`config.mk`:
```
export PLATFORM = sky130hd
export DESIGN_NAME = atd_top
export DESIGN_NICKNAME = d
export VERILOG_FILES = /design/src/hdl/atd_pkg.sv /design/src/hdl/desc_if.sv /design/src/hdl/desc_decode.sv /design/src/hdl/atd_top.sv
export VERILOG_INCLUDE_DIRS = /design/src /design/src/hdl
export SDC_FILE = /design/constraint.sdc
export NUM_CORES = 1
export LEC_CHECK = 0
export CORE_ASPECT_RATIO = 0.5
export CORE_MARGIN = 2
export CORE_UTILIZATION = 60
export DETAILED_ROUTE_END_ITERATION = 6
export DONT_BUFFER_PORTS = 1
export PLACE_DENSITY = 0.72
export SETUP_SLACK_MARGIN = 0.15
export SYNTH_ARGS = -nofsm -noshare
export SYNTH_HDL_FRONTEND = slang
export SYNTH_HIERARCHICAL = 1
export SYNTH_SLANG_ARGS = --single-unit
```
`constraint.sdc`:
```
create_clock -name CLOCK -period 4.7 [get_ports CLOCK]
set_input_delay 0.705 -clock CLOCK [delete_from_list [all_inputs] [get_ports CLOCK]]
set_output_delay 0.705 -clock CLOCK [all_outputs]
set_load 0.1 [all_outputs]
```
`src/hdl/atd_cfg.svh`:
```
/*
  Constants of the transfer descriptor decoder: register offsets, descriptor
  field positions, codes and reset values. Assumes a 32-bit Wishbone slave
  with byte addresses and a 10 MHz clock.
*/
`ifndef ATD_CFG_SVH
`define ATD_CFG_SVH

`define ADR_DESC_DW0 8'h00
`define ADR_DESC_DW1 8'h04
`define ADR_DESC_DW2 8'h08
`define ADR_STATUS 8'h0c
`define ADR_IRQ_CLR 8'h10
`define ADR_IRQ_EN 8'h14
`define ADR_PROGRESS 8'h18

`define ST_DONE 0
`define ST_FATAL 1
`define ST_FORMAT 2
`define ST_BITS 3

`define DW0_VALID 0
`define DW0_LEN_LSB 3
`define DW0_MAXP_LSB 18
`define DW0_MULT_LSB 29
`define DW0_EP0 31
`define DW1_EP_LSB 0
`define DW1_FUNC_LSB 3
`define DW1_TOKEN_LSB 10
`define DW1_TYPE_LSB 12
`define DW1_SPLIT 14
`define DW1_RSVD_LSB 15
`define DW2_PTR_LSB 8
`define DW2_RSVD_BIT 24

`define TYPE_CONTROL 2'h0
`define TYPE_BULK 2'h2
`define BULK_MAX_BYTES 11'h200
`define RAM_BASE 16'h0400
`define RAM_UNIT_SHIFT 3

`define RST_WORD 32'h0000_0000
`define RST_STATUS 3'h0

`endif

```
`src/hdl/atd_pkg.sv`:
```
/*
  Types shared by the descriptor decoder files.
  Assumes atd_cfg.svh holds the numeric constants.
*/
package atd_pkg;
  typedef enum logic [2:0] {
    S_IDLE = 3'b000,
    S_CHECK = 3'b001,
    S_WAIT = 3'b010,
    S_DRAIN = 3'b011,
    S_FINISH = 3'b100
  } state_t;

  typedef enum logic [1:0] {
    TOK_OUT = 2'b00,
    TOK_IN = 2'b01,
    TOK_SETUP = 2'b10,
    TOK_PING = 2'b11
  } token_t;
endpackage

```
`src/hdl/desc_if.sv`:
```
/*
  Carries the raw descriptor words and their decoded fields between the
  engine and the field decoder. Assumes one clock domain.
*/
`timescale 1ns/1ps
interface desc_if;
  import atd_pkg::*;
  logic [31:0] dw0;
  logic [31:0] dw1;
  logic [31:0] dw2;
  logic valid;
  logic split;
  logic [1:0] xtype;
  token_t token;
  logic [6:0] func;
  logic [3:0] ep;
  logic [1:0] mult;
  logic [10:0] max_pkt;
  logic [14:0] len;
  logic [15:0] ptr;
  logic fmt_err;
  modport src (output dw0, dw1, dw2, input valid, split, xtype, token, func, ep,
    mult, max_pkt, len, ptr, fmt_err);
  modport dec (input dw0, dw1, dw2, output valid, split, xtype, token, func, ep,
    mult, max_pkt, len, ptr, fmt_err);
endinterface

```
`src/hdl/desc_decode.sv`:
```
/*
  Splits the three descriptor words into fields and flags a descriptor that
  software built against the format. Purely combinational.
*/
`timescale 1ns/1ps
`include "atd_cfg.svh"
module desc_decode
  import atd_pkg::*;
(
  desc_if.dec d
);
  always_comb begin
    d.valid = d.dw0[`DW0_VALID];
    d.len = d.dw0[`DW0_LEN_LSB +: 15];
    d.max_pkt = d.dw0[`DW0_MAXP_LSB +: 11];
    d.mult = d.dw0[`DW0_MULT_LSB +: 2];
    d.ep = {d.dw1[`DW1_EP_LSB +: 3], d.dw0[`DW0_EP0]};
    d.func = d.dw1[`DW1_FUNC_LSB +: 7];
    d.token = token_t'(d.dw1[`DW1_TOKEN_LSB +: 2]);
    d.xtype = d.dw1[`DW1_TYPE_LSB +: 2];
    d.split = d.dw1[`DW1_SPLIT];
    d.ptr = d.dw2[`DW2_PTR_LSB +: 16];
    d.fmt_err = 1'b0;
    if (d.dw2[`DW2_RSVD_BIT] || (d.dw1[31:`DW1_RSVD_LSB] != 17'h0)) begin
      d.fmt_err = 1'b1;
    end
    if (d.mult == 2'h0) begin
      d.fmt_err = 1'b1;
    end
    if (d.token == TOK_PING) begin
      d.fmt_err = 1'b1;
    end
    if ((d.xtype != `TYPE_CONTROL) && (d.xtype != `TYPE_BULK)) begin
      d.fmt_err = 1'b1;
    end
    if ((d.xtype == `TYPE_BULK) && (d.max_pkt > `BULK_MAX_BYTES)) begin
      d.fmt_err = 1'b1;
    end
  end
endmodule // desc_decode

```
`src/hdl/atd_top.sv`:
```
/*
  Asynchronous transfer descriptor engine: a Wishbone register file holding
  one descriptor, its execution as a series of packet requests toward the
  link, and sticky event status with an interrupt. Assumes the link side
  answers each request with a level handshake on PKT_ACK from another clock.
*/
// Chosen here: the Wishbone slave port and the register addresses.
`timescale 1ns/1ps
`include "atd_cfg.svh"
module atd_top
  import atd_pkg::*;
(
  input wire logic CLOCK,
  input wire logic NRST,
  input wire logic CYC_I,
  input wire logic STB_I,
  input wire logic WE_I,
  input wire logic [7:0] ADR_I,
  input wire logic [3:0] SEL_I,
  input wire logic [31:0] DAT_I,
  output logic [31:0] DAT_O,
  output logic ACK_O,
  output logic IRQ,
  output logic PKT_REQ,
  output logic [1:0] PKT_PID,
  output logic PKT_SPLIT,
  output logic PKT_BULK,
  output logic [6:0] PKT_FUNC,
  output logic [3:0] PKT_EP,
  output logic [15:0] PKT_RAM_ADDR,
  output logic [10:0] PKT_BYTES,
  input wire logic PKT_ACK,
  input wire logic PKT_FATAL
);
  desc_if d ();

  desc_decode u_decode (
    .d(d)
  );

  function automatic logic [31:0] merge_bytes(input logic [31:0] old_w,
      input logic [31:0] new_w, input logic [3:0] sel);
    logic [31:0] r;
    r = old_w;
    for (int i = 0; i < 4; i++) begin
      if (sel[i]) begin
        r[8*i +: 8] = new_w[8*i +: 8];
      end
    end
    return r;
  endfunction

  function automatic logic [10:0] take_bytes(input logic [10:0] max_p,
      input logic [14:0] rem);
    return ({4'h0, max_p} < rem) ? max_p : rem[10:0];
  endfunction

  // two-flop synchronisers for link-side inputs
  logic ack_m_r, ack_s_r, fat_m_r, fat_s_r;
  always_ff @(posedge CLOCK or negedge NRST) begin
    if (!NRST) begin
      ack_m_r <= 1'b0;
      ack_s_r <= 1'b0;
      fat_m_r <= 1'b0;
      fat_s_r <= 1'b0;
    end else begin
      ack_m_r <= PKT_ACK;
      ack_s_r <= ack_m_r;
      fat_m_r <= PKT_FATAL;
      fat_s_r <= fat_m_r;
    end
  end

  logic [31:0] dw0_r, dw0_nxt, dw1_r, dw1_nxt, dw2_r, dw2_nxt;
  logic [`ST_BITS-1:0] status_r, status_nxt, en_r, en_nxt, st_set;
  logic [31:0] dat_r, dat_nxt;
  logic ack_r, ack_nxt, irq_r, irq_nxt;
  state_t state_r, state_nxt;
  logic [14:0] moved_r, moved_nxt;
  logic [1:0] pkts_r, pkts_nxt;
  logic abort_r, abort_nxt;
  logic req_r, req_nxt, split_r, split_nxt, bulk_r, bulk_nxt;
  logic [1:0] pid_r, pid_nxt;
  logic [6:0] func_r, func_nxt;
  logic [3:0] ep_r, ep_nxt;
  logic [15:0] addr_r, addr_nxt;
  logic [10:0] bytes_r, bytes_nxt;
  logic take, wr_now, clr_valid;

  assign d.dw0 = dw0_r;
  assign d.dw1 = dw1_r;
  assign d.dw2 = dw2_r;

  // request taken on first strobe edge, write lands when ack is sampled
  assign take = CYC_I && STB_I && !ack_r;
  assign wr_now = CYC_I && STB_I && ack_r && WE_I;

  // execution engine
  always_comb begin
    state_nxt = state_r;
    moved_nxt = moved_r;
    pkts_nxt = pkts_r;
    abort_nxt = abort_r;
    req_nxt = req_r;
    split_nxt = split_r;
    bulk_nxt = bulk_r;
    pid_nxt = pid_r;
    func_nxt = func_r;
    ep_nxt = ep_r;
    addr_nxt = addr_r;
    bytes_nxt = bytes_r;
    clr_valid = 1'b0;
    st_set = '0;
    case (state_r)
      S_IDLE: begin
        if (d.valid) begin
          if (d.fmt_err) begin
            clr_valid = 1'b1;
            st_set[`ST_FORMAT] = 1'b1;
          end else begin
            moved_nxt = 15'h0;
            pkts_nxt = 2'h0;
            abort_nxt = 1'b0;
            state_nxt = S_CHECK;
          end
        end
      end
      S_CHECK: begin
        if ((moved_r == d.len) || (pkts_r == d.mult)) begin
          state_nxt = S_FINISH;
        end else begin
          req_nxt = 1'b1;
          split_nxt = d.split;
          bulk_nxt = (d.xtype == `TYPE_BULK);
          pid_nxt = d.token;
          func_nxt = d.func;
          ep_nxt = d.ep;
          addr_nxt = d.ptr + {4'h0, moved_r[14:`RAM_UNIT_SHIFT]};
          bytes_nxt = take_bytes(d.max_pkt, d.len - moved_r);
          state_nxt = S_WAIT;
        end
      end
      S_WAIT: begin
        if (ack_s_r) begin
          req_nxt = 1'b0;
          if (fat_s_r) begin
            clr_valid = 1'b1;
            abort_nxt = 1'b1;
            st_set[`ST_FATAL] = 1'b1;
          end else begin
            moved_nxt = moved_r + {4'h0, bytes_r};
            pkts_nxt = pkts_r + 2'h1;
          end
          state_nxt = S_DRAIN;
        end
      end
      S_DRAIN: begin
        // wait for the link to drop ack so one answer never counts twice
        if (!ack_s_r) begin
          state_nxt = abort_r ? S_IDLE : S_CHECK;
        end
      end
      S_FINISH: begin
        clr_valid = 1'b1;
        st_set[`ST_DONE] = 1'b1;
        state_nxt = S_IDLE;
      end
      default: begin
        state_nxt = S_IDLE;
      end
    endcase
  end

  // register file and bus slave
  always_comb begin
    dw0_nxt = dw0_r;
    dw1_nxt = dw1_r;
    dw2_nxt = dw2_r;
    en_nxt = en_r;
    status_nxt = status_r;
    ack_nxt = take;
    dat_nxt = dat_r;
    // descriptor is frozen while the engine owns it
    if (wr_now && (state_r == S_IDLE)) begin
      if (ADR_I == `ADR_DESC_DW0) begin
        dw0_nxt = merge_bytes(dw0_r, DAT_I, SEL_I);
      end else if (ADR_I == `ADR_DESC_DW1) begin
        dw1_nxt = merge_bytes(dw1_r, DAT_I, SEL_I);
      end else if (ADR_I == `ADR_DESC_DW2) begin
        dw2_nxt = merge_bytes(dw2_r, DAT_I, SEL_I);
      end
    end
    if (wr_now && (ADR_I == `ADR_IRQ_EN) && SEL_I[0]) begin
      en_nxt = DAT_I[`ST_BITS-1:0];
    end
    if (wr_now && (ADR_I == `ADR_IRQ_CLR) && SEL_I[0]) begin
      status_nxt = status_r & ~DAT_I[`ST_BITS-1:0];
    end
    // set wins over a clear in the same cycle
    status_nxt = status_nxt | st_set;
    if (clr_valid) begin
      dw0_nxt[`DW0_VALID] = 1'b0;
    end
    if (take) begin
      if (ADR_I == `ADR_DESC_DW0) begin
        dat_nxt = dw0_r;
      end else if (ADR_I == `ADR_DESC_DW1) begin
        dat_nxt = dw1_r;
      end else if (ADR_I == `ADR_DESC_DW2) begin
        dat_nxt = dw2_r;
      end else if (ADR_I == `ADR_STATUS) begin
        dat_nxt = {29'h0, status_r};
      end else if (ADR_I == `ADR_IRQ_EN) begin
        dat_nxt = {29'h0, en_r};
      end else if (ADR_I == `ADR_PROGRESS) begin
        dat_nxt = {12'h0, state_r, pkts_r, moved_r};
      end else begin
        dat_nxt = 32'h0;
      end
    end
    irq_nxt = |(status_r & en_r);
  end

  always_ff @(posedge CLOCK or negedge NRST) begin
    if (!NRST) begin
      dw0_r <= `RST_WORD;
      dw1_r <= `RST_WORD;
      dw2_r <= `RST_WORD;
      status_r <= `RST_STATUS;
      en_r <= `RST_STATUS;
      dat_r <= 32'h0;
      ack_r <= 1'b0;
      irq_r <= 1'b0;
      state_r <= S_IDLE;
      moved_r <= 15'h0;
      pkts_r <= 2'h0;
      abort_r <= 1'b0;
      req_r <= 1'b0;
      split_r <= 1'b0;
      bulk_r <= 1'b0;
      pid_r <= 2'h0;
      func_r <= 7'h0;
      ep_r <= 4'h0;
      addr_r <= 16'h0;
      bytes_r <= 11'h0;
    end else begin
      dw0_r <= dw0_nxt;
      dw1_r <= dw1_nxt;
      dw2_r <= dw2_nxt;
      status_r <= status_nxt;
      en_r <= en_nxt;
      dat_r <= dat_nxt;
      ack_r <= ack_nxt;
      irq_r <= irq_nxt;
      state_r <= state_nxt;
      moved_r <= moved_nxt;
      pkts_r <= pkts_nxt;
      abort_r <= abort_nxt;
      req_r <= req_nxt;
      split_r <= split_nxt;
      bulk_r <= bulk_nxt;
      pid_r <= pid_nxt;
      func_r <= func_nxt;
      ep_r <= ep_nxt;
      addr_r <= addr_nxt;
      bytes_r <= bytes_nxt;
    end
  end

  assign DAT_O = dat_r;
  assign ACK_O = ack_r;
  assign IRQ = irq_r;
  assign PKT_REQ = req_r;
  assign PKT_PID = pid_r;
  assign PKT_SPLIT = split_r;
  assign PKT_BULK = bulk_r;
  assign PKT_FUNC = func_r;
  assign PKT_EP = ep_r;
  assign PKT_RAM_ADDR = addr_r;
  assign PKT_BYTES = bytes_r;
endmodule // atd_top

```
==> results of run 1 <==
==> cells by family (layout without fill, tap and decap cells) <==
logic type	Yosys count	count (layout)	synth area share (%)
AND/OR/NAND/NOR	340	340	14.2
AO/OA/AOI/OAI	248	248	14.4
flip-flops	204	204	44.7
buffers and inverters	143	82	6.87
multiplexers	122	122	11.8
adder cells (fa/ha/maj)	50	50	5.68
XOR/XNOR	29	29	2.23
==> area by class of cell <==
cell class | count | area [sq um] | share of cell area, %
repair buffers | 11 | 82.6 | 0.695
inverters | 37 | 139 | 1.17
well taps | 259 | 324 | 2.73
clock buffers | 30 | 609 | 5.13
flip-flops and latches | 204 | 5100 | 43.0
clock inverters | 4 | 76.3 | 0.643
multi-input cells | 789 | 5540 | 46.6
==> critical path: stages, from the launching register on <==
cell,delay [ns]
sky130_fd_sc_hd__dfrtp_1,0.44
sky130_fd_sc_hd__inv_1,0.15
sky130_fd_sc_hd__ha_1,0.33
sky130_fd_sc_hd__nor2b_1,0.15
sky130_fd_sc_hd__o31a_1,0.30
sky130_fd_sc_hd__o211ai_1,0.47
sky130_fd_sc_hd__a21oi_1,0.16
sky130_fd_sc_hd__nand2b_1,0.20
sky130_fd_sc_hd__ha_1,0.28
sky130_fd_sc_hd__o21a_1,0.12
sky130_fd_sc_hd__o22ai_1,0.05
sky130_fd_sc_hd__a21oi_1,0.12
sky130_fd_sc_hd__o311ai_1,0.10
sky130_fd_sc_hd__nand4bb_4,0.31
sky130_fd_sc_hd__or2_1,0.44
sky130_fd_sc_hd__a211o_1,0.31
==> cell usage after synthesis (8+ instances only) <==
master / n / share of area, %
sky130_fd_sc_hd__nand2_1: 160 / 5.3
sky130_fd_sc_hd__dfrtp_1: 204 / 45
sky130_fd_sc_hd__clkbuf_1: 32 / 1.1
sky130_fd_sc_hd__nor2_1: 51 / 1.7
sky130_fd_sc_hd__nand2b_1: 11 / 0.60
sky130_fd_sc_hd__xor2_1: 8 / 0.61
sky130_fd_sc_hd__buf_4: 61 / 4.0
sky130_fd_sc_hd__mux2_2: 101 / 10
sky130_fd_sc_hd__and2_1: 29 / 1.6
sky130_fd_sc_hd__or3_1: 8 / 0.44
sky130_fd_sc_hd__ha_1: 47 / 5.2
sky130_fd_sc_hd__nor3_1: 16 / 0.70
sky130_fd_sc_hd__xnor2_1: 21 / 1.6
sky130_fd_sc_hd__buf_2: 9 / 0.39
sky130_fd_sc_hd__a221oi_1: 16 / 1.2
sky130_fd_sc_hd__o21ai_0: 63 / 2.8
sky130_fd_sc_hd__o31ai_1: 23 / 1.5
sky130_fd_sc_hd__o21a_1: 11 / 0.72
sky130_fd_sc_hd__nand3_1: 13 / 0.57
sky130_fd_sc_hd__mux2i_1: 21 / 1.8
sky130_fd_sc_hd__a211oi_1: 21 / 1.4
sky130_fd_sc_hd__nor2b_1: 9 / 0.49
sky130_fd_sc_hd__inv_1: 36 / 1.2
sky130_fd_sc_hd__o311ai_1: 9 / 0.69
sky130_fd_sc_hd__a21oi_1: 47 / 2.1
==> power by group through the flow <==
stage / clock network [mW] / logic (mW) / registers [mW]
final: 1.69 / 0.0550 / 1.78
after global routing: 1.78 / 0.0596 / 1.78
after CTS: 1.71 / 0.0540 / 1.78
after detailed placement: 0 / 0.0540 / 1.81
after global placement: 0 / 0.0528 / 1.81
after floorplan: 0 / 0.0514 / 1.81
==> sequential cells by signal, summed over array words and instances (netlist names), 2 cells and up <==
register / cells
DAT_O: 32
PKT_BYTES: 11
PKT_EP: 4
PKT_FUNC: 7
PKT_PID: 2
PKT_RAM_ADDR: 16
d.dw0: 32
d.dw1: 32
d.dw2: 32
en_r: 3
moved_r: 15
pkts_r: 2
state_r: 3
status_r: 3
==> stage by stage <==
| step | instances | util [%] | power [mW] | area [sq um] |
|---|---|---|---|---|
| after detailed placement | 1300 | 60.4 | 1.87 | 11200 |
| after global routing | 1334 | 64.1 | 3.62 | 11900 |
| after CTS | 1334 | 64.1 | 3.55 | 11900 |
| after global placement | 1300 | 60.4 | 1.87 | 11200 |
| final | 1334 | 64.1 | 3.53 | 11900 |
| after floorplan | 1136 | - | 1.86 | 11400 |
==> per-layer routing <==
metal / track usage, % / up-vias
li1: - / 3862
met1: 49.5 / 4247
met5: 0 / -
met4: 8.04 / 0
met3: 9.82 / 53
met2: 46.8 / 386
==> worst max path at each step <==
stage	startpoint	to	slack, ns	depth (start not counted)
floorplan	d.dw0[3]$_DFFE_PN0P_	PKT_BYTES[4]$_DFFE_PN0P_	1.06	19
global placement	d.dw0[3]$_DFFE_PN0P_	PKT_BYTES[2]$_DFFE_PN0P_	0.80	17
detailed placement	d.dw0[3]$_DFFE_PN0P_	PKT_BYTES[0]$_DFFE_PN0P_	0.68	17
CTS	d.dw0[3]$_DFFE_PN0P_	PKT_BYTES[6]$_DFFE_PN0P_	0.69	17
global route	moved_r[0]$_DFFE_PN0P_	PKT_BYTES[1]$_DFFE_PN0P_	0.30	16
finish	moved_r[1]$_DFFE_PN0P_	PKT_BYTES[6]$_DFFE_PN0P_	0.65	15
==> metrics list, run 1 <==
* Number of design-rule violations left by the first detailed-router iteration: roughly 900
- The longest clock path from root to sink contains 3 buffers.
- The routed design uses 3470 microns of met3 wire.
- The number of setup buffers added after CTS is 0.
- The initial antenna violation count came to 1.
* Peak supply drop: roughly 0.28 mV
- Combinational logic is responsible for between 1.5 and 2% of the overall power.
- Run status: complete, but fails checks
* Most used cells in the layout excluding fill and tap cells: 204 x sky130_fd_sc_hd__dfrtp_1, 160 x sky130_fd_sc_hd__nand2_1, 101 x sky130_fd_sc_hd__mux2_2
- Fill cells in the final layout number between 1,500 and 2,000.
- During I/O placement, the number of pins put on the boundary was 128.
- Dividing the final minimum period by the clock period gives around 86%.
- In this run the number of H-tree levels came out at 1.
- For this design the total switching power over the nets is approximately 0.74 mW.
* Setup clock skew after layout: between 0.01 and 0.015 ns
- For this run, the post-layout net count is 1,164.
- After routing, the total negative slack on setup checks comes to 0 ns.
* Synthesized flop and latch total: between 200 and 250
- Setup violations remaining at the end of the flow were counted as 0.
- DIE AREA: about 20,000 sq um
- RSZ-0062 raised after global routing: false
* Minimum setup slack in the final design: around 0.65 ns
- The final hold violation count was approximately 200.
- The number of nets in the synthesized netlist is ~1,200.
- Along the worst path, the maximum fanout reaches 12.
- The checks that failed: negative hold slack.
- The area growth from synthesis to layout is 4.07%.
* Number of rows created at floorplan: 35
* Met1 wire length: about 15,000 microns
- Synthesis produced ~1,100 cells.
- Hold Worst Slack: -0.0911 ns
* Largest net degree at the start of global routing: between 200 and 250
- Class of the worst hold path: in -> async
- Number of warnings reported in the yosys synthesis log: 6
- Count of flip-flops with a built-in enable after synthesis: 0
- Via count of the first global-routing pass: just over 8,000
* Post-route DRC: 0
- Port buffering added 0 buffers.
* Global-route congestion overflow total: 0
* Proportion of layout cells with a drive suffix above 1: between 10% and 20%
* Post_cts resized: 0
- Clock-pin slew on the worst setup and hold paths: 0.07 ns
- The critical path is of the reg -> reg type.
- Max-cap violations in this run came to 0.
* Beginning of the worst register-to-register path: moved_r[1]$_DFFE_PN0P_
* Number of pins with negative max-slew slack in the final report: 0
* Sum of net half-perimeters after detailed placement: between 20,000 and 25,000 microns
- Syn avg cell area: between 10 and 15 sq um
- Timing would allow up to 247 MHz.
- Using the TritonRoute via totals, the vias-per-cell ratio works out to approximately 6.4.
- STA classifies the critical path startpoint as a register.
* Cell count of the worst reg-to-reg path: 15
- The worst path needs around 4 ns of the cycle, external delays included.
- Worst Tran Pin Value: ~1.2 ns
- Share of async-settable or async-resettable flops after synthesis: 100%
* Final weighted congestion in routability-driven placement: between 0.9 and 1
* Slack of the worst reg-to-reg path: between 0.6 and 0.7 ns
- The worst setup path is captured at a register.
* Top flip-flop cell by instance count after synthesis: sky130_fd_sc_hd__dfrtp_1
- Detailed-routing iteration count for the pre-antenna-repair pass: 5
* Most frequent standard cell in the layout excluding fill and tap cells: sky130_fd_sc_hd__dfrtp_1
* Reg-to-reg endpoint: PKT_BYTES[6]$_DFFE_PN0P_
* Portion of the post-synthesis area used by sequential elements: about 45%
* Internal portion of total power: 2.78 mW
* Die boundary width: 199 microns
- Part of the total power dissipated in sequential elements: 50.5%
* First-pass GRT wire length: between 40,000 and 50,000 microns
- Summed over all cells, the static leakage comes to roughly 5.6 nW.
- Top Metal Used: met4
* Final antenna-violating net count: 0
* Power per cell area: roughly 300 nW/um^2
- Remaining max-slew budget at the tightest pin: between 10% and 20%
- Detailed route wirelength on metal2: around 13,000 microns
- Yosys mapped the design onto 62 distinct sky130hd cell types.
- Root Driver: sky130_fd_sc_hd__clkbuf_16
- Overall die height: 102 microns
- Timing analysis after detailed placement gives a worst setup slack of a little under 0.7 ns.
- Clock latency on the worst-skew pair, taken at its later pin, is around 0.5 ns.
- At the worst endpoint, the required time is between 5 and 6 ns.
- Portion of total power attributed to the clock network: roughly 48%
- The cell area that synthesis handed to floorplanning was between 10,000 and 15,000 sq um.
- Across all layers, the routed design uses ~8,500 vias.
- The initial utilization of the core area, before any placement, comes to about three fifths.
- Combined global-route utilization of all metal layers: 33.0%
- The clock drives around 200 sinks.
* Share of total power consumed by net switching: a little over a fifth
- The region available for standard cell placement spans 18,500 sq um.
- Clock tree from TritonCTS: built
- Clock tree synthesis inserted a total of 20 buffers.
- Dividing the detail-routed wire length by the instance count gives roughly 24 microns.
* Total length of routed wires: 32,500 microns
* Final antenna diode count: 0
- Arr. time, crit path: between 4 and 5 ns
Note: power is estimated with default switching activity, not from simulation.
==> run 2, diff against run 1 <==
ABC_AREA = 0   (was unset)
CORE_UTILIZATION = 58   (was 60)
clock period = 3.7 ns   (was 4.7 ns; I/O delays follow)
==> run 2 against run 1 <==
The run still ends with negative hold slack left. Clock skew grew 0.00086 ns. First-iteration DRC count grew 0.89%. Non-clock buffer count grew 45. Cell count grew 3.9%. Largest power group unchanged.
==> metrics list, run 2 (synthesis results as in run 1) <==
* Antenna violations before repair: 0 (-1)
- Sum of net half-perimeters after detailed placement: 25,200 microns (+3.0%)
* Slack of the worst reg-to-reg path: 0.09 ns (-0.56 ns)
* Origin of the worst setup path: d.dw0[3]$_DFFE_PN0P_
* Detailed-routing iteration count for the pre-antenna-repair pass: 5 (unchanged)
* Clock-pin slew on the worst setup and hold paths: 0.07 ns (about the same)
- Number of pins with negative max-slew slack in the final report: 0 (unchanged)
* Number of design-rule violations left by the first detailed-router iteration: 906 (+0.89%)
- TritonCTS built the clock tree.
* Source-to-sink clock delay at the later pin of the worst-skew pair: 0.52 ns (+0.02 ns)
- The area used by multi-input combinational logic was 5850 sq um (+5.6%).
* Number of rows created at floorplan: 36 (+2.9%)
- Critical path data required time: 4.09 ns (-0.99 ns)
* Floorplan Core Area: 19,400 sq um (+4.6%)
- Number of top-level pins: 128 (unchanged)
- Final weighted congestion in routability-driven placement: 0.954 (+0.53%)
- Post-route DRC: 0 (unchanged)
- Relative to the synthesized area, the layout overhead comes to 9.91%.
* Total power: 4.52 mW (+28%)
- The maximum resistive drop on vdd came to 0.346 mV (+24%).
- Final number of hold-violating endpoints: 204 (unchanged)
- The residual antenna-violating net count after detailed routing is 0 (unchanged).
* Combinational group share of total power: 2.4% (+0.8 points)
* DIE AREA: 20,900 sq um (+3.3%)
- In the layout the commonest cells are 203 x sky130_fd_sc_hd__dfrtp_1, 160 x sky130_fd_sc_hd__nand2_1, 100 x sky130_fd_sc_hd__mux2_2.
* Power per cell area: 360 nW/um^2 (+21%)
- The die height is 103 microns (+1.6%).
- The worst hold path belongs to the class in -> async.
* Total length of routed wires: 34,100 microns (+4.7%)
- Leaving out fill and tap cells, the most frequent cell in the layout is sky130_fd_sc_hd__dfrtp_1.
* Bufs on Longest Clock Path: 3 (unchanged)
- The number of global-route vias before repair came to 8,724 (+5.1%).
- Largest net degree at the start of global routing: 205 (unchanged)
- The internal portion of total power came to 3.53 mW (+27%).
- Crit path launch type: register
- The maximum clock rate was 277 MHz (+12%).
* Root Driver: sky130_fd_sc_hd__clkbuf_16
* Clock net sink count: 204 (unchanged)
- Part of the total power dissipated in sequential elements: 50.0% (-0.5 points)
* Max capacitance violation total: 0 (unchanged)
* Post-placement cell area: 11,500 sq um (+2.4%)
- The smallest hold slack is -0.267 ns (-0.176 ns).
* Net switching power: 0.986 mW (+33%)
- The setup skew after layout was 0.0138 ns (+0.000859 ns).
- RSZ-0062 raised after global routing: true
- Violations in the final reports: negative hold slack
- Kind of end point of the critical path: register
- Share of total power consumed by net switching: 21.8% (+0.82 points)
- Run status: complete, but fails checks
- The number of standard cells in the layout, taps in and fillers out is 1,386 (+3.9%).
* Proportion of layout cells with a drive suffix above 1: 21.1% (+7.0 points)
- The worst-margin pin slew was 1.11 ns (-0.103 ns).
- Beginning of the worst register-to-register path: d.dw0[3]$_DFFE_PN0P_
- The share of the cycle needed by the critical path after routing came to 97.5% (+11 points).
* WS Path Type: reg -> reg
* Global-route congestion overflow total: 0 (unchanged)
- WL/cell: 24.6 microns (+0.81%)
- Arr. time, crit path: 4.00 ns (-0.43 ns)
* CTS H-tree lvls: 1 (unchanged)
* Cell Count Post-Placement: 1,342 (+3.2%)
* Setup-failing EPs final: 0 (unchanged)
- The post-route core utilization is 64.8% (+0.65 points).
- Starting density of the core: 58.9% (-2.7 points)
- Final critical-path required period: 3.61 ns (-0.443 ns)
- Final antenna diode count: 0 (unchanged)
* Buffers on Ports: 0 (unchanged)
- The filler cell count in the final layout is 1,520 (+0.80%).
* Combined global-route utilization of all metal layers: 32.7% (-0.28 points)
* Net count reported at finish: 1,210 (+4.0%)
- Post-route cell area: 12,500 sq um (+5.6%)
- The maximum fanout along the worst path was 6 (-6).
- The combined flip-flop and latch cell area came to 5110 sq um (about the same).
- First-pass GRT wire length: 51,500 microns (+3.9%)
* Die boundary width: 202 microns (+1.7%)
- Leakage component of the power: 5.82 nW (+4.4%)
- The count of vias placed by the detailed router came to 8,839 (+3.4%).
- Via density per instance: 6.38 (-0.48%)
- Remaining max-slew budget at the tightest pin: 25.7% (+7.2 points)
- Portion of total power attributed to the clock network: 47.6% (-0.3 points)
* Number of buffers created by CTS: 20 (unchanged)
-- run 2: repair_timing --
action / 4_1_cts / 5_1_grt
pin swaps: 12 / 30
resized for setup: 19 / 41
gates cloned: 0 / 1
buffers inserted: 4 / 6
setup endpoints to repair: 11 / 12
endpoints found under the hold margin: 204 / 204
-- run 2: power by group through the flow --
stage | registers (mW) | logic [mW] | clock network, mW
after floorplan | 2.30 | 0.0662 | 0
after global placement | 2.30 | 0.0776 | 0
after detailed placement | 2.30 | 0.0789 | 0
after CTS | 2.26 | 0.0836 | 2.18
after global routing | 2.26 | 0.114 | 2.27
final | 2.26 | 0.108 | 2.15
-- run 2: final cells by class --
class / instances / area share [%]
repair buffers: 56 / 3.48
well taps: 266 / 2.65
clock inverters: 8 / 1.12
clock buffers: 25 / 4.30
multi-input cells: 790 / 46.6
flip-flops and latches: 204 / 40.7
inverters: 37 / 1.11
-- run 2: worst paths after layout --
path / to / cells after the start
max: PKT_BYTES[4]$_DFFE_PN0P_ / 17
min: DAT_O[31]$_DFFE_PN0P_ / 0
min reg2reg: fat_s_r$_DFF_PN0_ / 0
max reg2reg: PKT_BYTES[4]$_DFFE_PN0P_ / 17
max in group asynchronous: PKT_RAM_ADDR[11]$_DFFE_PN0P_ / 0
min in group CLOCK: ack_m_r$_DFF_PN0_ / 0
-- run 2: metal layers --
| metal | track usage [%] | wire length, microns | up-vias |
|---|---|---|---|
| met5 | 0 | 0 | - |
| met4 | 7.52 | 726 | 0 |
| met3 | 11.1 | 3840 | 70 |
| met2 | 47.9 | 14000 | 462 |
| met1 | 47.2 | 15500 | 4374 |
| li1 | - | - | 3933 |
-- run 2: critical path, cell delays in order, from the launching register on --
cell                        delay [ns]
sky130_fd_sc_hd__dfrtp_1          0.39
sky130_fd_sc_hd__inv_1            0.07
sky130_fd_sc_hd__ha_2             0.18
sky130_fd_sc_hd__inv_2            0.04
sky130_fd_sc_hd__fa_2             0.36
sky130_fd_sc_hd__a21oi_4          0.21
sky130_fd_sc_hd__o22ai_4          0.13
sky130_fd_sc_hd__o21ai_2          0.16
sky130_fd_sc_hd__nand2_1          0.09
sky130_fd_sc_hd__or2_4            0.24
sky130_fd_sc_hd__ha_4             0.26
sky130_fd_sc_hd__o21a_1           0.11
sky130_fd_sc_hd__o22ai_1          0.06
sky130_fd_sc_hd__a21oi_1          0.14
sky130_fd_sc_hd__o311ai_1         0.12
sky130_fd_sc_hd__nand4bb_4        0.29
sky130_fd_sc_hd__or2_4            0.33
sky130_fd_sc_hd__a211o_1          0.31
-- run 2: metrics by stage --
| stage | setup WS (ns) | setup TNS (ns) | hold slack (ns) |
|---|---|---|---|
| after floorplan | 0.201 | 0 | 0.259 |
| after global placement | 0.0274 | 0 | 0.266 |
| after detailed placement | -0.0502 | -0.351 | 0.264 |
| after CTS | 0.130 | 0 | -0.280 |
| after global routing | -0.0340 | -0.0560 | -0.286 |
| final | 0.0942 | 0 | -0.267 |
==> run 3, diff against run 2 <==
CORE_ASPECT_RATIO = unset   (was 0.5)
==> run 3 against run 2 <==
The run still ends with negative hold slack left. Cell count grew 0.22%. Global-route usage shrank 2.1 points. Total power grew 0.72%. Clock power is essentially flat. Critical path depth grew 1. Worst setup slack gained 0.062 ns. Combinational power is essentially flat. Sequential cell count is the same. Via count shrank 1.9%. Critical path type unchanged. Largest power group unchanged.
==> metrics list, run 3 (synthesis results as in run 1) <==
* Total length of routed wires: 31,800 microns (-6.7%)
- Total power: 4.55 mW (+0.72%)
- Remaining max-slew budget at the tightest pin: 30.8% (+5.0 points)
- The total core area came to 19,400 sq um (+0.15%).
* Via density per instance: 6.24 (-2.2%)
* Number of pins with negative max-slew slack in the final report: 0 (unchanged)
- The setup skew after layout came to 0.0200 ns (+0.00627 ns).
- The remaining design rule violation count was 0 (unchanged).
* Peak fanout along the critical path: 6 (unchanged)
- The switching power as a share of total power came to 22.1% (+0.27 points).
- CTS placed an instance of sky130_fd_sc_hd__clkbuf_16 at the clock tree root.
- The number of standard cells in the layout, taps in and fillers out came to 1,389 (+0.22%).
* Antenna violations before repair: 0 (unchanged)
- The share of the cycle needed by the critical path after routing is 95.8% (-1.7 points).
- The maximum root-to-sink buffer count was 3 (unchanged).
- TritonCTS built the clock tree.
- The final weighted congestion of routability-driven global placement is 0.967 (+1.3%).
* Source-to-sink clock delay at the later pin of the worst-skew pair: 0.52 ns (about the same)
* Final number of hold-violating endpoints: 204 (unchanged)
- Cell Count Post-Placement: 1,336 (-0.45%)
- Final antenna-violating net count: 0 (unchanged)
* WS Path Type: reg -> reg
- Via Count: 8,667 (-1.9%)
- The row count came to 51 (+42%).
- The relative contribution of sequential cells to total power was 49.7% (-0.3 points).
- Clock-pin slew on the worst setup and hold paths: 0.06 ns (about the same)
- The power spent charging and discharging nets was 1.00 mW (+2.0%).
- The met1 routed wirelength after detailed routing is 13,900 microns (-10%).
- Peak supply drop: 0.324 mV (-6.5%)
- Clock net sink count: 204 (unchanged)
* First-pass GRT wire length: 48,500 microns (-5.9%)
- WL/cell: 22.9 microns (-6.9%)
- RSZ-0062 raised after global routing: true
* Post-placement cell area: 11,400 sq um (-0.34%)
- The maximum clock rate is 282 MHz (+1.8%).
- The clock network fraction of design power is 48.0% (+0.4 points).
- The total I/O pin count is 128 (unchanged).
- The static leakage power came to 5.83 nW (+0.23%).
- The power density over cell area was 362 nW/um^2 (+0.65%).
- Detailed route wirelength on metal2: 14,400 microns (+3.3%)
- Post-route cell area: 12,600 sq um (about the same)
- Leaving out fill and tap cells, the most frequent cells in the layout are 203 x sky130_fd_sc_hd__dfrtp_1, 160 x sky130_fd_sc_hd__nand2_1, 100 x sky130_fd_sc_hd__mux2_2.
* Total length of routed met3 wires: 2440 microns (-36%)
* Run status: complete, but fails checks
- The final worst setup slack came to 0.156 ns (+0.0623 ns).
* Top Metal Used: met4
- The area added between synthesis and finish is 9.99% (about the same).
* Combinational group share of total power: 2.4% (about the same)
- The worst-margin pin slew is 1.04 ns (-0.0704 ns).
- The maximum number of pins on one net before global-route repair was 205 (unchanged).
- The count of buffers from port buffering came to 0 (unchanged).
- The count of maximum capacitance violations is 0 (unchanged).
- The setup TNS is 0 ns (unchanged).
* Sum of net half-perimeters after detailed placement: 23,000 microns (-8.7%)
* Arr. time, crit path: 3.91 ns (-0.09 ns)
* Final antenna diode count: 0 (unchanged)
* Starting density of the core: 58.8% (-0.091 points)
- The number of global-route vias before repair came to 8,302 (-4.8%).
* Critical path data required time: 4.07 ns (-0.02 ns)
- Origin of the worst setup path: d.dw0[3]$_DFFE_PN0P_
- Net count reported at finish: 1,212 (+0.17%)
- Beginning of the worst register-to-register path: d.dw0[3]$_DFFE_PN0P_
* Proportion of layout cells with a drive suffix above 1: 21.2% (+0.10 points)
- CTS H-tree lvls: 1 (unchanged)
- Most frequent standard cell in the layout excluding fill and tap cells: sky130_fd_sc_hd__dfrtp_1
- Detailed-routing iteration count for the pre-antenna-repair pass: 5 (unchanged)
- The smallest hold slack came to -0.268 ns (-0.000675 ns).
- The checks that failed: negative hold slack.
- The number of failing setup endpoints in the final timing report was 0 (unchanged).
- The die height was 144 microns (+40%).
- Internal portion of total power: 3.54 mW (+0.38%)
* Crit path launch type: register
- The global-route usage over all layers is 30.6% (-2.1 points).
* Kind of end point of the critical path: register
- DIE AREA: 20,800 sq um (-0.32%)
- Class of the worst hold path: in -> async
- The post-placement worst setup slack is -0.116 ns (-0.0659 ns).
* Number of design-rule violations left by the first detailed-router iteration: 670 (-26%)
* Final critical-path required period: 3.54 ns (-0.0623 ns)
- The TritonCTS buffer count was 23 (+15%).
* Die boundary width: 144 microns (-29%)
- The global route total overflow was 0 (unchanged).
run 3: cell count changes in the layout (fill, tap and decap cells not counted), sizes merged:
| cell | previous run | this run |
|---|---|---|
| inv | 36 | 37 |
| buf | 56 | 55 |
| bufinv | 3 | 1 |
| clkbuf | 25 | 30 |
| clkinv | 5 | 6 |
run 3: area by class of cell:
class                           count  area, sq um
Inverter                           37          139
Clock inverter                      8         71.3
Multi-Input combinational cell    790         5840
Fill cell                        1552         6850
Timing Repair Buffer               55          428
Clock buffer                       30          632
Tap cell                          265          332
Sequential cell                   204         5110
run 3: layer usage:
| layer | track usage (%) | up-vias |
|---|---|---|
| li1 | - | 3977 |
| met1 | 44.2 | 4289 |
| met2 | 47.8 | 347 |
| met3 | 5.43 | 54 |
| met4 | 8.48 | 0 |
| met5 | 0 | - |
run 3: power by group through the flow:
| stage | registers (mW) | logic (mW) | clock network [mW] |
|---|---|---|---|
| 2_1_floorplan | 2.30 | 0.0662 | 0 |
| 3_3_place_gp | 2.30 | 0.0766 | 0 |
| 3_5_place_dp | 2.30 | 0.0767 | 0 |
| 4_1_cts | 2.26 | 0.0827 | 2.20 |
| 5_1_grt | 2.26 | 0.115 | 2.31 |
| 6_report | 2.26 | 0.107 | 2.18 |
run 3: final timing paths:
check | depth (start not counted) | slack, ns | to
max reg2reg | 18 | 0.16 | PKT_BYTES[0]$_DFFE_PN0P_
min | 0 | -0.27 | PKT_FUNC[2]$_DFFE_PN0P_
max | 18 | 0.16 | PKT_BYTES[0]$_DFFE_PN0P_
min reg2reg | 0 | 0.35 | ack_s_r$_DFF_PN0_
max in group asynchronous | 0 | 3.68 | moved_r[12]$_DFFE_PN0P_
min in group CLOCK | 0 | 0.08 | fat_m_r$_DFF_PN0_
run 3: worst max-delay path: stages, from the launching register on:
cell	delay (ns)
sky130_fd_sc_hd__dfrtp_1	0.39
sky130_fd_sc_hd__inv_2	0.07
sky130_fd_sc_hd__ha_4	0.13
sky130_fd_sc_hd__inv_2	0.04
sky130_fd_sc_hd__fa_2	0.41
sky130_fd_sc_hd__a21oi_4	0.18
sky130_fd_sc_hd__o22ai_4	0.13
sky130_fd_sc_hd__o21ai_2	0.20
sky130_fd_sc_hd__nand2_1	0.10
sky130_fd_sc_hd__or2_4	0.24
sky130_fd_sc_hd__ha_4	0.26
sky130_fd_sc_hd__o21a_1	0.11
sky130_fd_sc_hd__o22ai_1	0.06
sky130_fd_sc_hd__a21oi_1	0.13
sky130_fd_sc_hd__o311ai_1	0.12
sky130_fd_sc_hd__nand4bb_4	0.26
sky130_fd_sc_hd__buf_8	0.18
sky130_fd_sc_hd__o311ai_2	0.25
sky130_fd_sc_hd__o311ai_1	0.14
run 3: repair_timing:
action | in CTS | in global routing
setup endpoints to repair | 11 | 19
gates cloned | 1 | 1
pin swaps | 10 | 29
buffers inserted | 5 | 8
resized for setup | 18 | 41
endpoints found under the hold margin | 204 | 204
run 3: metrics by stage:
stage,hold slack (ns),utilization (%)
floorplan,0.259,-
global placement,0.266,58.9
detailed placement,0.265,58.9
CTS,-0.282,63.1
global route,-0.283,64.7
finish,-0.268,64.7
